===== src/core/stepper_pkg.sv =====
// shared constants and types for the stepper phase sequencer
package stepper_pkg;

  // electrical angle: 64 entries per period, 16 per quarter
  localparam int unsigned ANGLE_W    = 6;
  localparam int unsigned MAG_W      = 5;
  localparam int unsigned LEVEL_W    = 10;
  localparam logic [4:0]  MAG_FULL   = 5'h10;
  localparam logic [4:0]  MAG_DIAG   = 5'h08;
  localparam logic [5:0]  POS_INIT   = 6'h00;
  localparam logic [3:0]  DIAG_OFS   = 4'h8;

  // angle steps per mode, in table entries (16/N)
  localparam logic [5:0]  STEP_FULL  = 6'h10;
  localparam logic [5:0]  STEP_HALF  = 6'h08;
  localparam logic [5:0]  STEP_QUART = 6'h04;
  localparam logic [5:0]  STEP_EIGHT = 6'h02;
  localparam logic [5:0]  STEP_SIXT  = 6'h01;

  // current levels in tenths of a percent, index 0 to 16
  localparam logic [9:0] LEVEL_TABLE [0:16] = '{
    10'h000, 10'h062, 10'h0C3, 10'h122, 10'h17F, 10'h1D7, 10'h22C, 10'h27A,
    10'h2C3, 10'h305, 10'h33F, 10'h372, 10'h39C, 10'h3BD, 10'h3D5, 10'h3E3,
    10'h3E8
  };

  // fastest legal step clock is 200 kHz
  localparam int unsigned CLK_PERIOD_NS      = 25;
  localparam int unsigned STEP_PERIOD_MIN_NS = 5000;
  localparam int unsigned STEP_PERIOD_MIN_CYC =
    (STEP_PERIOD_MIN_NS + CLK_PERIOD_NS - 1) / CLK_PERIOD_NS;

  // step mode selections, bit1 bit2 bit3
  typedef enum logic [2:0] {
    MODE_STANDBY = 3'h0,
    MODE_FULL    = 3'h1,
    MODE_HALF_A  = 3'h2,
    MODE_HALF_B  = 3'h3,
    MODE_QUART   = 3'h4,
    MODE_EIGHT   = 3'h5,
    MODE_SIXT    = 3'h6,
    MODE_UNUSED  = 3'h7
  } step_mode_t;

  // drive states, gray along lockout -> off -> drive -> standby
  typedef enum logic [1:0] {
    ST_LOCKOUT = 2'h0,
    ST_OFF     = 2'h1,
    ST_DRIVE   = 2'h3,
    ST_STANDBY = 2'h2
  } drive_state_t;

endpackage


===== src/core/sine_level_rom.sv =====
// phase magnitude index to sine-shaped current level
`timescale 1ns/1ps
module sine_level_rom (
  input  wire logic [4:0] mag_index,    // magnitude index 0 to 16
  output logic      [9:0] level_pmil    // level in tenths of a percent
);

  // table lookup, indices above 16 clamp to full level
  always_comb begin
    if (mag_index > stepper_pkg::MAG_FULL) begin
      level_pmil = stepper_pkg::LEVEL_TABLE[16];
    end else begin
      level_pmil = stepper_pkg::LEVEL_TABLE[mag_index];
    end
  end

endmodule


===== src/core/stepper_phase_sequencer_status.sv =====
// microstep phase sequencer with fault and home status outputs
// Functional notes
// - fault flag pulled low on thermal/overcurrent
// - home flag pulled low at initial position
// - lockout forces outputs off, position initial
// - drive resumes by itself after lockout clears
// - mode 0,0,1 selects full step
// - mode 0,1,0 selects half step A
// - mode 0,1,1 selects half step B
// - mode 1,0,0 selects quarter step
// - mode 1,0,1 selects eighth step
// - mode 1,1,0 selects sixteenth step
// - index 0 to 16 maps to sine level
// - each step clock rising edge advances position, except in standby, lockout or with the reset pin low
// - enable low: outputs off, counter still runs
// - reset low holds A full, B zero
// - mode 0,0,0 enters standby
`timescale 1ns/1ps
module stepper_phase_sequencer_status (
  input  wire logic       clk,                   // 40 MHz system clock
  input  wire logic       resetn,                // synchronous reset, active low
  input  wire logic       step_clk,              // step clock from controller
  input  wire logic       rotation_dir,          // 1 clockwise, 0 counter-clockwise
  input  wire logic       step_mode_sel_bit1,    // mode select bit one
  input  wire logic       step_mode_sel_bit2,    // mode select bit two
  input  wire logic       step_mode_sel_bit3,    // mode select bit three
  input  wire logic       enable,                // output enable
  input  wire logic       seq_reset_n,           // sequencer reset pin, active low
  input  wire logic       supply_low_lockout,    // undervoltage lockout active
  input  wire logic       thermal_shutdown,      // thermal fault detected
  input  wire logic       overcurrent_detect,    // overcurrent fault detected
  output logic            fault_flag_n_out,      // open-drain level, always low
  output logic            fault_flag_n_oe,       // high while pulling fault low
  output logic            home_position_flag_out,// open-drain level, always low
  output logic            home_position_flag_oe, // high while pulling home low
  output logic            output_drive_en,       // bridges driven, else high-z
  output logic            standby_active,        // standby mode
  output logic      [5:0] angle_position,        // electrical angle 0 to 63
  output logic      [4:0] phase_a_index,         // phase A magnitude index
  output logic            phase_a_neg,           // phase A reverse direction
  output logic      [9:0] phase_a_level,         // phase A level, tenths of percent
  output logic      [4:0] phase_b_index,         // phase B magnitude index
  output logic            phase_b_neg,           // phase B reverse direction
  output logic      [9:0] phase_b_level          // phase B level, tenths of percent
);

  ////////////////////////////////////////////////////////////////////////////
  // helper functions

  // decode of the three mode select pins
  function automatic stepper_pkg::step_mode_t decode_mode(input logic b1, input logic b2,
                                                          input logic b3);
    stepper_pkg::step_mode_t m;
    m = stepper_pkg::step_mode_t'({b1, b2, b3});
    return m;
  endfunction

  // magnitude of a phase, cos shape when is_a, else sin shape
  function automatic logic [4:0] phase_mag(input logic [5:0] pos, input logic is_a);
    logic [4:0] ofs;
    logic       even_q;
    ofs    = {1'b0, pos[3:0]};
    even_q = ~pos[4];
    if (even_q == is_a) begin
      phase_mag = stepper_pkg::MAG_FULL - ofs;
    end else begin
      phase_mag = ofs;
    end
  endfunction

  ////////////////////////////////////////////////////////////////////////////
  // mode, step and state

  stepper_pkg::step_mode_t   mode;           // decoded mode
  stepper_pkg::drive_state_t state_reg;      // drive state
  stepper_pkg::drive_state_t state_next;
  logic [5:0]                pos_reg;        // angle position
  logic [5:0]                pos_next;
  logic                      step_prev_reg;  // step clock last sample
  logic                      step_prev_next;
  logic [5:0]                step_size;      // entries per step
  logic                      step_edge;      // rising edge of step clock
  logic                      boost_diag;     // diagonal runs at full level

  assign mode = decode_mode(step_mode_sel_bit1, step_mode_sel_bit2, step_mode_sel_bit3);

  // step size and full-level diagonal choice per mode
  always_comb begin
    boost_diag = 1'b0;
    case (mode)
      stepper_pkg::MODE_FULL: begin
        step_size  = stepper_pkg::STEP_FULL;
        boost_diag = 1'b1;
      end
      // half step, diagonal at table level
      stepper_pkg::MODE_HALF_A: begin
        step_size = stepper_pkg::STEP_HALF;
      end
      stepper_pkg::MODE_HALF_B: begin
        step_size  = stepper_pkg::STEP_HALF;
        boost_diag = 1'b1;
      end
      stepper_pkg::MODE_QUART: begin
        step_size = stepper_pkg::STEP_QUART;
      end
      stepper_pkg::MODE_EIGHT: begin
        step_size = stepper_pkg::STEP_EIGHT;
      end
      stepper_pkg::MODE_SIXT: begin
        step_size = stepper_pkg::STEP_SIXT;
      end
      default: begin
        step_size = 6'h00;
      end
    endcase
  end

  assign step_edge = step_clk & ~step_prev_reg;

  // next drive state and position
  always_comb begin
    step_prev_next = step_clk;
    state_next     = state_reg;
    pos_next       = pos_reg;
    case (state_reg)
      stepper_pkg::ST_LOCKOUT: state_next = stepper_pkg::ST_OFF;
      stepper_pkg::ST_OFF:     state_next = stepper_pkg::ST_DRIVE;
      stepper_pkg::ST_DRIVE:   state_next = stepper_pkg::ST_DRIVE;
      stepper_pkg::ST_STANDBY: state_next = stepper_pkg::ST_OFF;
      default:                 state_next = stepper_pkg::ST_LOCKOUT;
    endcase
    // off or drive follows enable, no command needed
    if (!enable || thermal_shutdown || overcurrent_detect) begin
      // outputs off, counter keeps going below
      state_next = stepper_pkg::ST_OFF;
    end
    if (mode == stepper_pkg::MODE_STANDBY || mode == stepper_pkg::MODE_UNUSED) begin
      // standby, outputs off and sequencer held
      state_next = stepper_pkg::ST_STANDBY;
    end
    if (supply_low_lockout) begin
      state_next = stepper_pkg::ST_LOCKOUT;
    end
    if (supply_low_lockout || !seq_reset_n) begin
      // initial position, A full and B zero
      pos_next = stepper_pkg::POS_INIT;
    end else if (step_edge && step_size != 6'h00) begin
      if (mode == stepper_pkg::MODE_FULL && pos_reg[3:0] != stepper_pkg::DIAG_OFS) begin
        // first full step lands on the two-phase diagonal
        if (rotation_dir) begin
          pos_next = {pos_reg[5:4], stepper_pkg::DIAG_OFS}
                     + ((pos_reg[3:0] > stepper_pkg::DIAG_OFS) ? 6'h10 : 6'h00);
        end else begin
          pos_next = {pos_reg[5:4], stepper_pkg::DIAG_OFS}
                     - ((pos_reg[3:0] < stepper_pkg::DIAG_OFS) ? 6'h10 : 6'h00);
        end
      end else if (rotation_dir) begin
        pos_next = pos_reg + step_size;
      end else begin
        pos_next = pos_reg - step_size;
      end
    end
  end

  // state registers
  always_ff @(posedge clk) begin
    if (!resetn) begin
      state_reg     <= stepper_pkg::ST_LOCKOUT;
      pos_reg       <= stepper_pkg::POS_INIT;
    end else begin
      state_reg     <= state_next;
      pos_reg       <= pos_next;
    end
    // edge detector tracks through reset
    // a step clock already high at release does not count, a rise just after it does
    step_prev_reg <= step_prev_next;
  end

  ////////////////////////////////////////////////////////////////////////////
  // phase currents and status outputs

  logic [4:0] mag_a;     // phase A magnitude
  logic [4:0] mag_b;     // phase B magnitude
  logic [9:0] lvl_a;     // phase A level
  logic [9:0] lvl_b;     // phase B level

  // B is the sine, a quarter period from A
  always_comb begin
    mag_a = phase_mag(pos_reg, 1'b1);
    mag_b = phase_mag(pos_reg, 1'b0);
    if (boost_diag && mag_a == stepper_pkg::MAG_DIAG) begin
      mag_a = stepper_pkg::MAG_FULL;
    end
    if (boost_diag && mag_b == stepper_pkg::MAG_DIAG) begin
      mag_b = stepper_pkg::MAG_FULL;
    end
  end

  sine_level_rom rom_a (
    .mag_index  (mag_a),
    .level_pmil (lvl_a)
  );

  sine_level_rom rom_b (
    .mag_index  (mag_b),
    .level_pmil (lvl_b)
  );

  // registered outputs
  always_ff @(posedge clk) begin
    if (!resetn) begin
      fault_flag_n_out       <= 1'b0;
      fault_flag_n_oe        <= 1'b0;
      home_position_flag_out <= 1'b0;
      home_position_flag_oe  <= 1'b1;
      output_drive_en        <= 1'b0;
      standby_active         <= 1'b0;
      angle_position         <= stepper_pkg::POS_INIT;
      phase_a_index          <= stepper_pkg::MAG_FULL;
      phase_a_neg            <= 1'b0;
      phase_a_level          <= stepper_pkg::LEVEL_TABLE[16];
      phase_b_index          <= 5'h00;
      phase_b_neg            <= 1'b0;
      phase_b_level          <= stepper_pkg::LEVEL_TABLE[0];
    end else begin
      fault_flag_n_out       <= 1'b0;
      fault_flag_n_oe        <= thermal_shutdown | overcurrent_detect;
      home_position_flag_out <= 1'b0;
      // pull low only at initial position
      home_position_flag_oe  <= (pos_reg == stepper_pkg::POS_INIT);
      output_drive_en        <= (state_reg == stepper_pkg::ST_DRIVE);
      standby_active         <= (state_reg == stepper_pkg::ST_STANDBY);
      angle_position         <= pos_reg;
      phase_a_index          <= mag_a;
      phase_a_neg            <= pos_reg[5] ^ pos_reg[4];
      phase_a_level          <= lvl_a;
      phase_b_index          <= mag_b;
      phase_b_neg            <= pos_reg[5];
      phase_b_level          <= lvl_b;
    end
  end

endmodule


===== config.mk =====
export PLATFORM = sky130hd
export DESIGN_NAME = stepper_phase_sequencer_status
export DESIGN_NICKNAME = d
export VERILOG_FILES = /design/src/core/stepper_pkg.sv /design/src/core/sine_level_rom.sv /design/src/core/stepper_phase_sequencer_status.sv
export SDC_FILE = /design/constraint.sdc
export NUM_CORES = 1
export LEC_CHECK = 0
export ABC_AREA = 1
export BUFFER_PORTS_ARGS = -buffer_cell sky130_fd_sc_hd__buf_2
export CAP_MARGIN = 20
export CORE_MARGIN = 2
export CORE_UTILIZATION = 54
export DETAILED_ROUTE_END_ITERATION = 6
export PLACE_DENSITY = 0.78
export SLEW_MARGIN = 0
export SYNTH_ARGS = -nofsm -noshare
export SYNTH_HDL_FRONTEND = slang
export SYNTH_HIERARCHICAL = 1
export SYNTH_SLANG_ARGS = --single-unit

===== constraint.sdc =====
create_clock -name clk -period 2.5 [get_ports clk]
set_input_delay 0.5 -clock clk [delete_from_list [all_inputs] [get_ports clk]]
set_output_delay 0.5 -clock clk [all_outputs]
set_load 0.02 [all_outputs]

## Word level (Yosys, flattened, before mapping)

Memories as Yosys holds them, arrays and structs flattened. A register that Yosys moved wholly into a read port is not among the register bits.
Index checks and enable logic that the tools add are counted.

- Flip-flop bits (word level): 41
- Bits in latches: 0
- RAM bits: 0
- Bits in read-only memories: 640
- Input port bits: 12
- Output and inout port bits: 44
- Logic and storage cells: 87
- Memories kept: 2

Memory list:

| memory | depth | width | rd ports | clocked after memory_dff | write ports | RTL line | source |
|---|---|---|---|---|---|---|---|
| (name not given) | 32 | 10 | 1 | 1 | 0 | sine_level_rom.sv:13 | `level_pmil = stepper_pkg::LEVEL_TABLE[mag_index];` |
| (name not given) | 32 | 10 | 1 | 0 | 0 | sine_level_rom.sv:13 |  |

- $add $sub $neg: 5
- $mul: 0
- Div/mod/pow operators: 0
- $lt $le $gt $ge: 5
- Equal/unequal tests: 13
- Shift-type cells: 0
- Mux-type cells: 17
- Bitwise gates (word level): 7
- Reductions and logical operators: 23

Operators by type and width:

| cell | count |
|---|---|
| 2-to-1 mux 10 bit | 3 |
| 2-to-1 mux 5 bit | 6 |
| one-hot mux 5 bit (5 select lines) | 1 |
| 2-to-1 mux 6 bit | 3 |
| OR reduction 2 bit | 8 |
| == test 3 bit, second input constant | 4 |
| NOT 5 -> 6 bit | 2 |
| == test 5 x 4 -> 1 bit, second input constant | 2 |
| > comparator 5 bit, second input constant | 2 |
| adder 6 x 5 -> 6 bit | 1 |
| adder 6 bit | 1 |
| == test 3 x 2 -> 1 bit, second input constant | 2 |
| >= comparator 6 bit, second input constant | 1 |
| zero test 6 bit | 1 |
| nonzero test 6 bit | 1 |
| subtractor 6 x 5 -> 6 bit | 1 |
| subtractor 6 bit | 1 |
| subtractor 5 x 4 -> 5 bit, first input constant | 1 |
| == test 2 bit, second input constant | 2 |
| > comparator 4 bit, second input constant | 1 |
| logical AND 1 bit | 4 |
| logical OR 1 bit | 4 |
| < comparator 4 bit, second input constant | 1 |
| 2-to-1 mux 2 bit | 2 |
| 13 further kinds | 15 |

## Logic depth before layout (Yosys ltp)

Gate-level depths: netlist of run 1.

- Word-level depth: 10
- Depth in mapped cells: 20

## Modules after synthesis

Netlist of run 1, hierarchy kept.

By module, submodules not included:

| module | times used | cells an instance | area an instance (µm²) |
|---|---|---|---|
| stepper_phase_sequencer_status | 1 | 286 | 2167.1 |
| sine_level_rom at rom_b | 1 | 69 | 382.9 |
| sine_level_rom at rom_a | 1 | 71 | 359.1 |

## Worst setup path after synthesis of run 1

No wires, ideal clock.

- Path type: input-to-reg
- From: input port step_mode_sel_bit2
- To: register pos_reg[5]
- Library setup time: 123 ps
- Arrival: 2162 ps
- Data required time: 2377 ps
- Path slack: 215 ps
- Stages on the path: 20
- Buffers on the path: 0
- Cells stage by stage: inv_1 nand3_1 ha_1 inv_1 nor2_1 ha_1 nand2_1 o21ai_0 ha_1 nand2_1 inv_1 nand2_1 nand2_1 inv_1 nand2_1 inv_1 nand2_1 nand3_1 nand2_1 a21oi_1

- Cells in the longest elaborated chain, start to end: 6

Ends and longest elaborated chain:

| what | RTL line | source |
|---|---|---|
| start, declared | stepper_phase_sequencer_status.sv:25 | `input wire logic step_mode_sel_bit2,` |
| == test 3 x 2 -> 1 bit | stepper_phase_sequencer_status.sv:90 | `case (mode)` |
| OR reduction 2 bit (no line) | - |  |
| one-hot mux 5 bit (5 select lines) | stepper_phase_sequencer_status.sv:90 |  |
| subtractor 6 bit or adder 6 bit (tied branches) | stepper_phase_sequencer_status.sv:160, stepper_phase_sequencer_status.sv:158 |  |
| 2-to-1 mux 6 bit | stepper_phase_sequencer_status.sv:157 | `end else if (rotation_dir) begin` |
| 2-to-1 mux 6 bit | stepper_phase_sequencer_status.sv:148 | `if (mode == stepper_pkg::MODE_FULL && pos_reg[3:0] != stepper_pkg::DIAG_OFS) begin` |
| end signal, assigned | stepper_phase_sequencer_status.sv:169 | `pos_reg <= stepper_pkg::POS_INIT;` |
| end signal, assigned | stepper_phase_sequencer_status.sv:172 | `pos_reg <= pos_next;` |
| end, declared | stepper_phase_sequencer_status.sv:77 | `logic [5:0] pos_reg;` |

Parallel ways exist; a longest one is shown, timed or not.
A chain may end at the register's enable or synchronous reset.

## Worst setup path in the final report of run 1

Same ends and word-level chain as after synthesis.

==> results.py, run 1 <==
metrics = {
    "status": {
        "outcome": "finished clean",
    },
    "worst_setup_path": {
        "worstPathCellList": "buf_2 > inv_1 > nand3_1 > ha_1 > inv_1 > nor2_1 > ha_1 > nand2_1 > o21ai_0 > ha_1 > a21oi_1 > nand2_1 > inv_1 > nand2_1 > inv_1 > nand2_1 > nand3_1 > nand2_1 > a21oi_1",
        "cp-start-kind": "input pin",
        "timing.rr.end": "phase_a_level[7]",
        "cp_top_family": "adder cells",
        "reg2regPathDepth": 12,
        "critPathBufInv": 5,
        "critPathCaptureType": "flip-flop",
        "worstSetupPathType": "in -> reg",
        "rr_startpoint": "pos_reg[0]",
        "arrival_ps": 2620,
        "critPathMaxFanout": 5,
        "crit_required_ps": 2730,
        "worst_path_max_delay_cell": "ha_1",
        "cpPeakStageDelay_ps": 340,
        "ff2ff_setup_slack_ps": 270,
        "crit_top_cell": "nand2_1",
    },
    "timing": {
        "drv_slew": 0,
        "setup_viol": 0,
        "min_period_ps": 2389,
        "fmax_ghz": 0.4187,
        "min_period_over_period_pct": 95.54,
        "final_hold_viol_count": 0,
        "fin_tns_setup_ps": 0,
        "clock_skew_ps": 12.85,
    },
    "pwr": {
        "total_power_mw": 1.519,
        "vdd_drop_max_v": 0.0004417,
        "leakagePower_nw": 1.953,
        "power.density_mw_per_mm2": 445.7,
    },
    "floorplanning": {
        "core_area_mm2": 0.005140,
        "die_h_um": 77.40,
        "rows": 26,
        "boundaryPins": 56,
        "die-area_mm2": 0.005990,
        "die_w_um": 77.40,
        "initial_core_util_pct": 56.60,
    },
    "clock_network": {
        "cts-root-buf": "clkbuf_8",
        "post_cts_resized": 0,
        "postCtsSetupRepairBufs": 0,
        "clock_path_buffers": 2,
        "cts_tree": "done",
        "holdBufCountCts": 0,
        "clock_latency_ps": 300,
        "cts-buffers-inserted": 5,
        "path_clk_slew_ps": 90,
        "cts_max_level": 2,
        "cts_sinks": 50,
    },
    "detailed_routing": {
        "wire_per_inst_um": 10.11,
        "dr_total_vias": 2587,
        "drc_errors": 0,
        "postRouteAntennaNets": 0,
        "finalWirelength_um": 5684,
        "drt_iter0_drc": 187,
        "via_per_inst": 4.603,
        "first_pass_iters": 4,
    },
    "global_routing": {
        "grt_pass1_wl_um": 9908,
        "gr-total-overflow": 0,
        "grt_use_total_pct": 20.02,
        "first_global_vias": 2270,
        "grt_max_degree": 24,
        "antenna_found_initial": 0,
    },
    "finish": {
        "final_cell_mix": "121 x nand2_1, 71 x inv_1, 53 x buf_2, 50 x dfxtp_1, 34 x nor2_1",
        "top_regs": "phase_a_level (10), phase_b_level (10)",
        "final_common_cell": "nand2_1",
        "drive_gt1_share_pct": 22.56,
        "antenna_cells": 0,
        "fin_util_pct": 66.31,
        "stdcell_count": 562,
        "syn_to_final_growth_pct": 17.16,
        "final_nets": 525,
    },
    "logic_synthesis": {
        "avgSynthCellArea_um2": 6.829,
        "synth_area_mm2": 0.002909,
        "synth-seq-area-share_pct": 34.41,
        "ys_ff_latch": 50,
        "yosys_warnings": 6,
        "syn-instance-count": 426,
        "synth_cell_types": 34,
    },
    "min_path": {
        "hp-start": "step_clk",
        "hold_class": "in -> reg",
        "hold_end": "step_prev_reg",
        "holdPathStages": 1,
    },
    "placed_design": {
        "io_buffers": 53,
        "dp.cells": 553,
        "routabilityCongestion": 0.9067,
        "dpl.hpwl_um": 4486,
    },
    "job": {
        "max_cap_violations": 0,
    },
}
synthesized netlist by cell type:
cell	number	share of area, %
inv_2	5	0.65
dfxtp_1	50	34
nand2_4	3	1.2
o21bai_1	2	0.52
buf_2	2	0.34
fa_1	1	0.69
nor2b_1	1	0.22
conb_1	1	0.13
nor3_1	2	0.34
nor2_2	4	0.86
o21ai_1	9	1.5
xnor2_1	2	0.60
inv_1	71	9.2
buf_6	3	1.2
or2_2	8	1.7
a21oi_1	16	2.8
nand3_2	3	1.0
o21ai_0	11	1.9
inv_8	1	0.39
nor3_2	1	0.34
nand2_2	3	0.65
dlygate4sd1_1	2	0.60
o21ai_2	3	0.90
a31oi_1	1	0.22
ha_1	21	9.0
nor2_1	34	4.4
buf_4	5	1.3
nand3_1	28	4.8
clkbuf_1	3	0.39
nand4_1	4	0.86
inv_6	1	0.30
xor2_1	3	0.90
nand2_1	121	16
clkinv_1	1	0.13
cell type report:
type	count	area, µm²
clock inverter	2	37.54
fill	479	1732
tap	70	87.58
timing repair buffer	72	407.9
sequential	50	1001
inverter	79	309.0
clock buffer	6	72.57
multi-input combinational	283	1493
metrics by stage:
step	area [µm²]	hold WS (ps)	setup slack [ps]
detailed placement	3291	433.4	-77.11
finish	3408	310.2	111.4
floorplan	2913	409.7	215.0
CTS	3401	310.1	235.2
global placement	3291	418.0	11.93
global route	3408	309.0	-67.03
worst max path at each step:
stage,endpoint,slack [ps],startpoint,depth (start not counted)
floorplan,pos_reg[5],210,step_mode_sel_bit2,20
global placement,pos_reg[5],10,step_mode_sel_bit2,21
detailed placement,pos_reg[5],-80,step_mode_sel_bit2,21
CTS,pos_reg[5],240,step_mode_sel_bit2,21
global route,pos_reg[5],-70,step_mode_sel_bit2,21
finish,pos_reg[5],110,step_mode_sel_bit2,19
logic make-up (layout without fill, tap and decap cells):
logic type | count (synthesis) | in the layout | share of synthesized area (%)
simple gates | 212 | 212 | 32.00
buf+inv | 94 | 159 | 14.41
compound gates | 42 | 42 | 7.828
flops | 50 | 50 | 34.41
other cells | 1 | 2 | 0.1289
fa+ha+maj | 22 | 22 | 9.720
xor+xnor | 5 | 5 | 1.506
where the power goes:
part	leakage [nW]	switching, mW	internal [mW]
Sequential	0.404	0.00414	0.806
Combinational	1.50	0.0984	0.0586
Clock	0.0514	0.253	0.298
Total	1.95	0.356	1.16
per-layer routing:
layer / routed length, µm / global-route usage, % / vias to the layer above
li1: - / - / 1418
met1: 2667 / 25.27 / 1104
met2: 2689 / 35.39 / 55
met3: 239 / 3.721 / 10
met4: 88 / 4.643 / 0
met5: 0 / 0 / -
Note: power is estimated with default switching activity, not from simulation.
==> inputs of run 2 (changes only) <==
Settings changed: CTS_CLUSTER_DIAMETER from default to 80, SETUP_SLACK_MARGIN from default to 0.15.
==> results.py, run 2 (same netlist as run 1, synthesis figures left out) <==
metrics = {
    "timing": {
        "min_period_ps": 2308,
        "min_period_over_period_pct": 92.30,
        "drv_slew": 0,
        "rsz0062_at_grt": "true",
        "final_hold_viol_count": 0,
        "fmax_ghz": 0.4334,
        "fin_ws_ps": 192.5,
        "setup_viol": 0,
        "clock_skew_ps": 12.16,
    },
    "global_routing": {
        "use_met2_pct": 35.39,
        "busiest_layer": "met2",
        "first_global_vias": 2270,
        "grtUsageMet3_pct": 3.721,
        "grt_max_degree": 24,
        "grt_use_total_pct": 20.02,
        "gr-total-overflow": 0,
        "antenna_found_initial": 0,
        "grt_pass1_wl_um": 9908,
        "use_met1_pct": 25.27,
    },
    "floorplanning": {
        "die_h_um": 77.40,
        "die_w_um": 77.40,
        "initial_core_util_pct": 56.60,
        "core_area_mm2": 0.005140,
        "boundaryPins": 56,
        "die-area_mm2": 0.005990,
        "rows": 26,
    },
    "clock_network": {
        "path_clk_slew_ps": 90,
        "cts_tree": "done",
        "clock_latency_ps": 300,
        "cts_max_level": 2,
        "cts-root-buf": "clkbuf_8",
        "cts-buffers-inserted": 5,
        "clock_path_buffers": 2,
        "cts_sinks": 50,
    },
    "placed_design": {
        "post-place-ws_ps": -77.11,
        "place_area_mm2": 0.003291,
        "io_buffers": 53,
        "routabilityCongestion": 0.9067,
        "dpl.hpwl_um": 4486,
    },
    "pwr": {
        "power.density_mw_per_mm2": 444.2,
        "leakagePower_nw": 1.953,
        "vdd_drop_max_v": 0.0004411,
    },
    "finish": {
        "multi_input_area_mm2": 0.001509,
        "filler_cell_count": 478,
        "antenna_cells": 0,
        "drive_gt1_share_pct": 24.19,
        "final_cell_mix": "120 x nand2_1, 68 x inv_1, 52 x buf_2, 50 x dfxtp_1, 33 x nor2_1",
        "top_regs": "phase_a_level (10), phase_b_level (10)",
        "final_nets": 525,
        "fin_area_mm2": 0.003430,
        "final_common_cell": "nand2_1",
        "syn_to_final_growth_pct": 17.89,
        "ff_latch_area_mm2": 0.001001,
    },
    "worst_setup_path": {
        "arrival_ps": 2540,
        "worstSetupPathType": "in -> reg",
        "critPathBufInv": 5,
        "critPathCaptureType": "flip-flop",
        "worst_path_max_delay_cell": "ha_1",
        "critPathMaxFanout": 5,
        "worstPathCellList": "clkbuf_4 > inv_4 > nand3_2 > ha_2 > inv_2 > nor2_1 > ha_1 > nand2_1 > o21ai_1 > ha_1 > a21oi_1 > nand2_1 > inv_1 > nand2_1 > inv_1 > nand2_1 > nand3_1 > nand2_1 > a21oi_1",
        "cp-start-kind": "input pin",
        "crit_required_ps": 2740,
        "cp_top_family": "adder cells",
        "cpPeakStageDelay_ps": 340,
        "crit_top_cell": "nand2_1",
    },
    "detailed_routing": {
        "drt_iter0_drc": 216,
        "via_per_inst": 4.626,
        "drc_errors": 0,
        "wire_per_inst_um": 10.19,
        "postRouteAntennaNets": 0,
        "finalWirelength_um": 5725,
        "first_pass_iters": 4,
        "dr_total_vias": 2600,
    },
    "job": {
        "max_cap_violations": 0,
    },
    "status": {
        "outcome": "finished clean",
    },
    "min_path": {
        "hold_class": "in -> reg",
    },
}
[run 2: cell types whose count changed in the layout (fill, tap and decap cells not counted), sizes merged]
cell / previous run / this run
buf: 72 / 71
clkbuf: 6 / 7
[run 2: path summary, 6_finish.rpt]
kind | start | to | slack (ps) | cells past startpoint
worst min-delay path | step_clk | step_prev_reg | 310 | 1
worst min register to register | state_reg[1] | output_drive_en | 450 | 2
worst max register to register | pos_reg[0] | phase_a_level[7] | 340 | 10
worst max-delay path | step_mode_sel_bit3 | pos_reg[5] | 190 | 19
[run 2: repair_timing]
item | CTS | global route
endpoints found under the hold margin | 0 | 0
endpoints found under the setup margin | 0 | 6
hold buffers | 0 | 0
gates resized for setup | 0 | 11
setup buffers | 0 | 1
[run 2: final cells by class]
cell class                      count  area share (%)
Timing Repair Buffer               72           11.97
Inverter                           79           9.084
Multi-Input combinational cell    283           44.00
Clock inverter                      2           1.094
Tap cell                           70           2.554
Sequential cell                    50           29.19
Clock buffer                        6           2.116
[run 2: power by group]
group	switching (mW)	leakage [nW]	total, mW	internal, mW
clock	0.253	0.0514	0.552	0.298
combinational	0.101	1.50	0.162	0.0603
sequential	0.00417	0.404	0.810	0.806
[run 2: worst reg2reg max path: cells and delay by family (launching register included)]
kind,cells,cell delay (ps)
simple gates,1,290
compound gates,3,440
flops,1,350
fa+ha+maj,2,500
buf+inv,4,480
[run 2: metrics by stage]
| stage | instances | util [%] | power (mW) | setup TNS, ps | hold WS [ps] |
|---|---|---|---|---|---|
| global placement | 553 | 64.02 | 0.9801 | 0 | 418.0 |
| CTS | 561 | 66.16 | 1.530 | 0 | 310.1 |
| finish | 562 | 66.72 | 1.523 | 0 | 309.9 |
| floorplan | 427 | - | 0.9387 | 0 | 409.7 |
| global route | 562 | 66.72 | 1.596 | 0 | 309.0 |
| detailed placement | 553 | 64.02 | 0.9837 | -77.11 | 433.4 |
[run 2: metal layers]
metal | routed length [µm] | share of wire [%]
met1 | 2660 | 46
met2 | 2695 | 47
met3 | 261 | 4.6
met4 | 107 | 1.9
met5 | 0 | 0
